## config.mk

```make
export PLATFORM = sky130hd
export DESIGN_NAME = sfse_top
export DESIGN_NICKNAME = d
export VERILOG_FILES = /design/src/rtl/sfse_pkg.sv /design/src/rtl/sfse_top.sv
export SDC_FILE = /design/constraint.sdc
export NUM_CORES = 1
export LEC_CHECK = 0
export BUFFER_PORTS_ARGS = -buffer_cell sky130_fd_sc_hd__buf_2
export CORE_MARGIN = 5
export CORE_UTILIZATION = 46
export CTS_CLUSTER_DIAMETER = 150
export DETAILED_ROUTE_END_ITERATION = 10
export GPL_TIMING_DRIVEN = 0
export PLACE_DENSITY = 0.87
export SLEW_MARGIN = 40
export SYNTH_ARGS = -nofsm -noshare
export SYNTH_HDL_FRONTEND = slang
export SYNTH_SLANG_ARGS = --single-unit
```

## constraint.sdc

```tcl
create_clock -name CLOCK -period 3.55 [get_ports CLOCK]
set_clock_uncertainty 0.1 [all_clocks]
set_input_delay 0.1775 -clock CLOCK [delete_from_list [all_inputs] [get_ports CLOCK]]
set_output_delay 0.1775 -clock CLOCK [all_outputs]
set_load 0.01 [all_outputs]
```

## src/rtl/sfse_pkg.sv

```systemverilog
package sfse_pkg;
    // status codes carried in periodic responses
    localparam logic [3:0] CODE_OK        = 4'h0;
    localparam logic [3:0] CODE_FACT_OTP  = 4'h2;
    localparam logic [3:0] CODE_USER_OTP  = 4'h3;
    localparam logic [3:0] CODE_REG_CRC   = 4'h4;
    localparam logic [3:0] CODE_ST_INCMP  = 4'h8;
    localparam logic [3:0] CODE_RESET     = 4'h8;

    // register byte addresses
    localparam logic [11:0] ADDR_CTRL     = 12'h000;
    localparam logic [11:0] ADDR_STATUS   = 12'h004;
    localparam logic [11:0] ADDR_IRQ_STAT = 12'h008;
    localparam logic [11:0] ADDR_IRQ_MASK = 12'h00C;
    localparam logic [11:0] ADDR_ACCEL    = 12'h010;
    localparam logic [11:0] ADDR_ST_DATA  = 12'h014;

    // control bits
    localparam int CTRL_PDC_EN  = 0;
    localparam int CTRL_ST_REQ  = 1;
    localparam int CTRL_LOCK_U  = 2;
    // status bits
    localparam int STAT_PENDING = 0;
    localparam int STAT_ST_ON   = 1;
    localparam int STAT_ERR     = 2;
    localparam int STAT_CODE_LO = 4;
    // interrupt events
    localparam int IRQ_W        = 4;
    localparam int EV_FACT      = 0;
    localparam int EV_USER      = 1;
    localparam int EV_REG       = 2;
    localparam int EV_ST_IGN    = 3;

    localparam logic [31:0] ZERO32 = 32'h0000_0000;
    localparam logic [15:0] ST_DATA_RESET = 16'h0000;
endpackage : sfse_pkg

```

## src/rtl/sfse_top.sv

```systemverilog
// The register addresses and the APB register port were left to the implementer.
`timescale 1ns/1ps
// Notes on behaviour
// RULE1: factory array CRC fault forces error response, status code 0010.
// RULE2: user array CRC fault with lock set forces error response, code 0011.
// RULE3: register CRC fault forces error, code 0100, only while collection enabled.
// RULE4: self-test request with collection disabled enables self-test, clears pending flag.
// RULE5: while self-test active, low/high results carry self-test data.
// RULE6: self-test request with collection enabled is ignored; data stays normal.
// RULE7: collection without self-test since reset: normal data, pending set, code 1000.
// RULE8: before self-test, command/response answers are normal, no substitution.
// RULE9: reset sets pending flag and status code 1000.
// RULE10: one code by priority: factory, user, register, then self-test pending.
module sfse_top (
    // clock and reset
    input  wire logic        CLOCK,
    input  wire logic        NRST,
    // apb slave
    input  wire logic        PSEL,
    input  wire logic        PENABLE,
    input  wire logic        PWRITE,
    input  wire logic [11:0] PADDR,
    input  wire logic [31:0] PWDATA,
    output logic      [31:0] PRDATA,
    output logic             PREADY,
    output logic             PSLVERR,
    // fault detectors
    input  wire logic        FACT_OTP_CRC_FAIL,
    input  wire logic        USER_OTP_CRC_FAIL,
    input  wire logic        USER_REG_CRC_FAIL,
    // signal chain
    input  wire logic [15:0] ACCEL_SAMPLE,
    input  wire logic [15:0] SELFTEST_SAMPLE,
    // response side
    input  wire logic        CMD_RESP_VALID,
    output logic             CMD_RESP_ERROR,
    output logic [3:0]       RESPONSE_STATUS_CODE,
    output logic             PDC_ERROR_RESPONSE,
    output logic [7:0]       ACCEL_RESULT_LOW,
    output logic [7:0]       ACCEL_RESULT_HIGH,
    output logic             SELFTEST_ENABLE,
    output logic             SELFTEST_PENDING_FLAG,
    output logic             IRQ
);

    ////////////////////////////////////////////////////////////////////////
    // registers
    logic                          periodic_collect_enable_r;
    logic                          lock_user_r;
    logic                          selftest_on_r;
    logic                          selftest_pending_flag_r;
    logic [sfse_pkg::IRQ_W-1:0]    irq_stat_r;
    logic [sfse_pkg::IRQ_W-1:0]    irq_mask_r;
    logic [3:0]                    code_r;
    logic                          err_r;
    logic [15:0]                   result_r;
    logic [31:0]                   prdata_r;
    logic                          pready_r;
    logic                          irq_r;
    logic                          cr_err_r;

    ////////////////////////////////////////////////////////////////////////
    // bus decode
    wire        acc_first = PSEL & PENABLE & ~pready_r;
    wire        rd_launch = acc_first & ~PWRITE;
    wire        acc_wr    = PSEL & PENABLE & PWRITE & pready_r;
    wire        hit_ctrl  = PADDR == sfse_pkg::ADDR_CTRL;
    wire        hit_stat  = PADDR == sfse_pkg::ADDR_STATUS;
    wire        hit_istat = PADDR == sfse_pkg::ADDR_IRQ_STAT;
    wire        hit_imask = PADDR == sfse_pkg::ADDR_IRQ_MASK;
    wire        hit_accel = PADDR == sfse_pkg::ADDR_ACCEL;
    wire        hit_stdat = PADDR == sfse_pkg::ADDR_ST_DATA;
    wire        wr_ctrl   = acc_wr & hit_ctrl;
    wire        st_req    = wr_ctrl & PWDATA[sfse_pkg::CTRL_ST_REQ];
    wire        st_accept = st_req & ~periodic_collect_enable_r; // see RULE4
    wire        st_ignore = st_req & periodic_collect_enable_r;  // see RULE6

    ////////////////////////////////////////////////////////////////////////
    // fault priority
    wire        user_fault = USER_OTP_CRC_FAIL & lock_user_r;                  // see RULE2
    wire        reg_fault  = USER_REG_CRC_FAIL & periodic_collect_enable_r;    // see RULE3
    wire        any_err    = FACT_OTP_CRC_FAIL | user_fault | reg_fault;
    wire        pend_nxt   = selftest_pending_flag_r & ~st_accept;
    // fixed order: factory, user, register, pending self-test
    wire [3:0]  code_nxt   = FACT_OTP_CRC_FAIL ? sfse_pkg::CODE_FACT_OTP :      // see RULE1 see RULE10
                             user_fault        ? sfse_pkg::CODE_USER_OTP :      // see RULE10
                             reg_fault         ? sfse_pkg::CODE_REG_CRC :       // see RULE10
                             pend_nxt          ? sfse_pkg::CODE_ST_INCMP :      // see RULE7
                                                 sfse_pkg::CODE_OK;
    wire        st_on_nxt  = selftest_on_r | st_accept;
    // results follow self-test data only when enabled in initialization
    wire [15:0] result_nxt = st_on_nxt ? SELFTEST_SAMPLE : ACCEL_SAMPLE;       // see RULE5 see RULE6

    wire [sfse_pkg::IRQ_W-1:0] events;
    assign events[sfse_pkg::EV_FACT]   = FACT_OTP_CRC_FAIL;
    assign events[sfse_pkg::EV_USER]   = user_fault;
    assign events[sfse_pkg::EV_REG]    = reg_fault;
    assign events[sfse_pkg::EV_ST_IGN] = st_ignore;
    wire [sfse_pkg::IRQ_W-1:0] w1c = (acc_wr & hit_istat) ? PWDATA[sfse_pkg::IRQ_W-1:0] : '0;
    // set beats clear so an event in the clearing cycle is kept
    wire [sfse_pkg::IRQ_W-1:0] irq_stat_nxt = (irq_stat_r & ~w1c) | events;

    wire [31:0] status_word = {24'h00_0000, code_r, 1'b0, err_r, selftest_on_r, selftest_pending_flag_r};
    wire [31:0] rd_mux = hit_ctrl  ? {29'h0, lock_user_r, 1'b0, periodic_collect_enable_r} :
                         hit_stat  ? status_word :
                         hit_istat ? {28'h0, irq_stat_r} :
                         hit_imask ? {28'h0, irq_mask_r} :
                         hit_accel ? {16'h0000, result_r} :
                         hit_stdat ? {31'h0, selftest_on_r} :
                                     sfse_pkg::ZERO32;

    ////////////////////////////////////////////////////////////////////////
    // bus slave: one wait state, answer in the second access cycle
    always_ff @(posedge CLOCK or negedge NRST) begin
        if (!NRST) begin
            pready_r <= 1'b0;
        end else begin
            pready_r <= acc_first;
        end
    end

    // zero outside the answer cycle so stale data never lingers on the bus
    always_ff @(posedge CLOCK or negedge NRST) begin
        if (!NRST) begin
            prdata_r <= sfse_pkg::ZERO32;
        end else begin
            prdata_r <= rd_launch ? rd_mux : sfse_pkg::ZERO32;
        end
    end

    always_ff @(posedge CLOCK or negedge NRST) begin
        if (!NRST) begin
            cr_err_r <= 1'b0;
        end else begin
            cr_err_r <= 1'b0 & CMD_RESP_VALID; // see RULE8
        end
    end

    ////////////////////////////////////////////////////////////////////////
    // control
    always_ff @(posedge CLOCK or negedge NRST) begin
        if (!NRST) begin
            periodic_collect_enable_r <= 1'b0;
        end else if (wr_ctrl) begin
            periodic_collect_enable_r <= PWDATA[sfse_pkg::CTRL_PDC_EN];
        end
    end

    always_ff @(posedge CLOCK or negedge NRST) begin
        if (!NRST) begin
            lock_user_r <= 1'b0;
        end else if (wr_ctrl) begin
            lock_user_r <= PWDATA[sfse_pkg::CTRL_LOCK_U];
        end
    end

    always_ff @(posedge CLOCK or negedge NRST) begin
        if (!NRST) begin
            irq_mask_r <= '0;
        end else if (acc_wr & hit_imask) begin
            irq_mask_r <= PWDATA[sfse_pkg::IRQ_W-1:0];
        end
    end

    ////////////////////////////////////////////////////////////////////////
    // self-test: sticky until reset, software has no way back out
    always_ff @(posedge CLOCK or negedge NRST) begin
        if (!NRST) begin
            selftest_on_r <= 1'b0;
        end else begin
            selftest_on_r <= st_on_nxt;                       // see RULE4
        end
    end

    always_ff @(posedge CLOCK or negedge NRST) begin
        if (!NRST) begin
            selftest_pending_flag_r <= 1'b1;                  // see RULE9
        end else begin
            selftest_pending_flag_r <= pend_nxt;              // see RULE4 see RULE7
        end
    end

    ////////////////////////////////////////////////////////////////////////
    // fault reporting
    always_ff @(posedge CLOCK or negedge NRST) begin
        if (!NRST) begin
            code_r <= sfse_pkg::CODE_RESET;                   // see RULE9
        end else begin
            code_r <= code_nxt;
        end
    end

    always_ff @(posedge CLOCK or negedge NRST) begin
        if (!NRST) begin
            err_r <= 1'b0;
        end else begin
            err_r <= any_err;                                 // see RULE1 see RULE2 see RULE3
        end
    end

    always_ff @(posedge CLOCK or negedge NRST) begin
        if (!NRST) begin
            result_r <= sfse_pkg::ST_DATA_RESET;
        end else begin
            result_r <= result_nxt;
        end
    end

    ////////////////////////////////////////////////////////////////////////
    // interrupts: one sticky flag per event
    for (genvar i = 0; i < sfse_pkg::IRQ_W; i++) begin : g_irq_bit
        always_ff @(posedge CLOCK or negedge NRST) begin
            if (!NRST) begin
                irq_stat_r[i] <= 1'b0;
            end else begin
                irq_stat_r[i] <= irq_stat_nxt[i];
            end
        end
    end

    // built from the next status so the line rises with the flag, not a cycle later
    always_ff @(posedge CLOCK or negedge NRST) begin
        if (!NRST) begin
            irq_r <= 1'b0;
        end else begin
            irq_r <= |(irq_stat_nxt & irq_mask_r);
        end
    end

    ////////////////////////////////////////////////////////////////////////
    // outputs
    assign PRDATA                = prdata_r;
    assign PREADY                = pready_r;
    assign PSLVERR               = 1'b0;
    assign CMD_RESP_ERROR        = cr_err_r;
    assign RESPONSE_STATUS_CODE  = code_r;
    assign PDC_ERROR_RESPONSE    = err_r;
    assign ACCEL_RESULT_LOW      = result_r[7:0];
    assign ACCEL_RESULT_HIGH     = result_r[15:8];
    assign SELFTEST_ENABLE       = selftest_on_r;
    assign SELFTEST_PENDING_FLAG = selftest_pending_flag_r;
    assign IRQ                   = irq_r;

endmodule : sfse_top

```

# Yosys cells after proc, flatten, opt, wreduce, memory -nomap -nowiden
# Cells that the tools add are included.
# word_totals
wordCells	60
input_bits	85
reg_bits	51
output_inout_bits	59
# classes
n_bitwise	25
reduce_logical	2
n_eq_ne	5
n_mux	13
# ops
operator	count
2-to-1 mux 16 bit	7
== test 12 x 4 -> 1 bit (second input constant)	2
== test 12 x 5 -> 1 bit (second input constant)	2
2-to-1 mux 4 bit	5
AND 1 bit	14
== test 12 x 3 -> 1 bit (second input constant)	1
zero test 12 bit	1
AND 4 bit	2
NOT 1 bit	4
NOT 4 bit	1
OR 4 bit	1
OR reduction 4 bit	1
OR 1 bit	3
2-to-1 mux 1 bit	1

# Logic depth before layout (Yosys ltp)
# depth
depth_word	12
depth_mapped	8
depth_no_buf	5

# Worst setup path before layout
# No wires, ideal clock.
# synth_path
kind	input to register
start	input port PADDR[9]
end	register irq_mask_r[0] (netlist name)
t_arrival_ns	1.878
required_ns	3.325
setup_time_ns	0.125
path_buffers	2
path_slack_ns	1.447
stages	7
cell_sequence	or4_1 -> buf_4 -> nor4_2 -> and2_1 -> and3_1 -> buf_2 -> mux2_2
# synth_via
elab_chain_len	2
# synth_lines
element	line_no	rtl
from (decl)	sfse_top.sv:22	input wire logic [11:0] PADDR,
== test 12 x 4 -> 1 bit	sfse_top.sv:70	wire hit_imask = PADDR == sfse_pkg::ADDR_IRQ_MASK;
AND 1 bit	sfse_top.sv:160	end else if (acc_wr & hit_imask) begin
to (signal assigned)	sfse_top.sv:161	irq_mask_r <= PWDATA[sfse_pkg::IRQ_W-1:0];
to (decl)	sfse_top.sv:53	logic [sfse_pkg::IRQ_W-1:0] irq_mask_r;
# Every way passes these cells.
# A chain may end at the register's enable or synchronous reset.

# Worst setup path after layout
# layout_path
start	input port PADDR[9]
end	register result_r[7]
# layout_via
elab_chain_len	6
# layout_lines
element	line_no	rtl
zero test 12 bit	sfse_top.sv:67	wire hit_ctrl = PADDR == sfse_pkg::ADDR_CTRL;
AND 1 bit	sfse_top.sv:73	wire wr_ctrl = acc_wr & hit_ctrl;
AND 1 bit	sfse_top.sv:74	wire st_req = wr_ctrl & PWDATA[sfse_pkg::CTRL_ST_REQ];
AND 1 bit	sfse_top.sv:75	wire st_accept = st_req & ~periodic_collect_enable_r;
OR 1 bit	sfse_top.sv:90	wire st_on_nxt = selftest_on_r | st_accept;
2-to-1 mux 16 bit	sfse_top.sv:92	wire [15:0] result_nxt = st_on_nxt ? SELFTEST_SAMPLE : ACCEL_SAMPLE;
via result_nxt[7]	sfse_top.sv:92	
to (signal assigned)	sfse_top.sv:203	result_r <= sfse_pkg::ST_DATA_RESET;
to (signal assigned)	sfse_top.sv:205	result_r <= result_nxt;
to (decl)	sfse_top.sv:56	logic [15:0] result_r;
# The timed path passes the listed nets, and every way through them passes these cells.

==> metrics <==
clock tree from TritonCTS yes; Synth-to-Final Area Change 37.6%; Worst Hold Class in2reg; total clock buffers created by CTS 5; first-pass GRT wire length 9270 microns; highest layer used for signal routing met4; power per cell area 328 mW/mm^2; estimated wirelength of the detail-placed design 4460 microns; Clk Latency, worst-skew pair 0.31 ns; critical path fanouts, max 10; #FFs+latches synth 51; number of instances in the synthesized netlist 191; area share of the largest cell type after synthesis 0.522; clock slew at the register clock pins of the worst setup and hold paths 0.09 ns; average vias per placed instance 4.82; warnings from Yosys 0; post-synthesis cell area 0.00235 sq mm; share of synthesized area occupied by flip-flops and latches 0.544; worst max-slew margin expressed relative to the limit 0.576; number of enable flip-flop cells after synthesis 0; data required time of the critical path 3.65 ns; setup TNS 0 ns; placer congestion estimate 0.900; maximum number of pins on one net before global-route repair 52; Final Routed Wirelength 6240 microns; period utilisation layout 0.720; detailed-route DRC error count 0; via count of the first global-routing pass 1920; transition time of the tightest slew-check pin 0.635 ns; ports placed on the boundary 144; number of failing setup endpoints in the final timing report 0; syn avg cell area 12.3 sq um; Max IR drop VDD 0.000276 V; post-place instance area 0.00298 sq mm; static power due to leakage 1.67 nW; total routing resource utilization after global routing 0.188; number of cell rows 26; Achievable Freq 0.391 GHz; Setup crit start kind input port; max-cap check violation count 0; Final Hold Fails 0; leading cell type in the layout, fill and taps excluded sky130_fd_sc_hd__buf_2; Routed met1 length 2320 microns; Detailed Route Iter0 Violations 132; final-layout fill cell count 408; clock tree root buffer cell sky130_fd_sc_hd__clkbuf_8; dominant cells by area after synthesis sky130_fd_sc_hd__dfrtp_1 (52%), sky130_fd_sc_hd__mux2_2 (7.7%), sky130_fd_sc_hd__buf_4 (6.1%); routed length per placed instance 15.7 microns; top library cells by usage in the layout, fill and taps aside sky130_fd_sc_hd__buf_2 (95), sky130_fd_sc_hd__dfrtp_1 (49), sky130_fd_sc_hd__buf_4 (20); number of iterations in the first detailed-routing pass 4; total count of max-transition violations in the final report 0; met2 routed WL 3330 microns; met3 WL post-DR 399 microns; total number of vias 1914; share of async-settable or async-resettable flops after synthesis 1.00; Final Core Density 0.641; largest area contributor in the netlist sky130_fd_sc_hd__dfrtp_1; area of all sequential standard cells 0.00128 sq mm; vertical die dimension 81.5 microns; Multi-input gate area 930 sq um; run status finished clean; post-route cell area 0.00323 sq mm; Worst EP arrival 2.65 ns; core box area 0.00504 sq mm; antenna violations before repair 0; Ant. Diodes 0; DIE AREA 0.00663 sq mm; Period minus WS final 2.56 ns; number of input and output port buffers inserted 95; chip width 81.5 microns; buffer levels on the longest clock path 2; effective utilization at floorplan 0.466; global route total overflow 0; Post-DRT Antenna Nets 0; Crit Path Class in2reg; top_reg_cell synth sky130_fd_sc_hd__dfrtp_1; count of nets after finishing 411; RSZ-0062 raised after global routing no; number of library cell types mapped by synthesis 43; number of sinks on the clock net 51; Critical Path End Type flip-flop; htree depth 2; fraction of layout cells with a size suffix above 1 0.495
flip-flops by register name, summed over array words and instances (netlist names):
name and count:
SELFTEST_ENABLE 1, PDC_ERROR_RESPONSE 1, irq_stat_r 4, IRQ 1, result_r 16, PREADY 1, lock_user_r 1, SELFTEST_PENDING_FLAG 1
irq_mask_r 4, periodic_collect_enable_r 1, PRDATA 16, RESPONSE_STATUS_CODE 4
through the flow:
| stage | setup slack (ns) | std cells | power, mW | hold slack [ns] |
|---|---|---|---|---|
| 6_report | 0.993 | 397 | 1.06 | 0.00487 |
| 5_1_grt | 0.903 | 397 | 1.10 | -0.000183 |
| 4_1_cts | 1.43 | 389 | 1.06 | 0.000272 |
| 3_5_place_dp | 1.18 | 373 | 0.725 | 0.136 |
| 3_3_place_gp | 1.20 | 373 | 0.722 | 0.293 |
| 2_1_floorplan | 1.45 | 208 | 0.662 | -0.218 |
critical path: stages:
cell and delay, ns:
sky130_fd_sc_hd__buf_2 0.09, sky130_fd_sc_hd__or4_1 0.51, sky130_fd_sc_hd__buf_4 0.18, sky130_fd_sc_hd__nor3_4 0.22, sky130_fd_sc_hd__nand3_2 0.12, sky130_fd_sc_hd__o21a_1 0.20
sky130_fd_sc_hd__buf_6 0.14, sky130_fd_sc_hd__buf_12 0.15, sky130_fd_sc_hd__mux2_4 0.30, sky130_fd_sc_hd__dlygate4sd3_1 0.55
metal layers:
metal  GRT usage  vias to the layer above
met5           0                        -
met4      0.0828                        0
li1            -                      906
met3      0.0384                       16
met1       0.224                      905
met2       0.328                       87
cells in the mapped netlist, drive strengths merged, types with 3 or more instances:
master   n
o21ai    4
nor3b    5
inv      5
nand2   10
dfrtp   49
a22oi    4
nor3     5
mux2    25
or4      3
buf     23
a21oi    3
and2    10
nor2    16
timing repair:
| action | in CTS | in global routing |
|---|---|---|
| setup buffers | 0 | 0 |
| gates resized for setup | 0 | 0 |
| hold endpoints to repair | 56 | 5 |
| hold buffers | 8 | 8 |
kinds of logic after synthesis:
group | Yosys count | share of synthesized area
flops | 51 | 0.544
buf+inv | 28 | 0.0890
compound gates | 22 | 0.0671
mux | 25 | 0.134
simple gates | 64 | 0.164
other cells | 1 | 0.00160
power breakdown:
group / internal (mW) / switching, mW / leakage (nW)
clock network: 0.137 / 0.194 / 0.0402
registers: 0.592 / 0.00771 / 0.652
logic: 0.0696 / 0.0606 / 0.974
layout make-up:
cell class	instances	share of cell area
clock buffer	5	0.0213
sequential	51	0.396
buffer	23	0.0588
tap	70	0.0271
timing repair buffer	111	0.197
inverter	5	0.00581
multi-input combinational	129	0.288
clock inverter	3	0.00619
final timing paths:
kind,start,to,slack (ns),cells after the start
worst max-delay path,PADDR[9],result_r[7],0.99,10
max in group asynchronous,NRST,PRDATA[9],2.59,2
worst max register to register,PREADY,result_r[7],1.15,7
min in group asynchronous,NRST,PREADY,0.32,2
worst min register to register,result_r[8],PRDATA[8],0.37,1
worst min-delay path,ACCEL_SAMPLE[10],result_r[10],0.005,2
(Power assumes the default switching activity.)
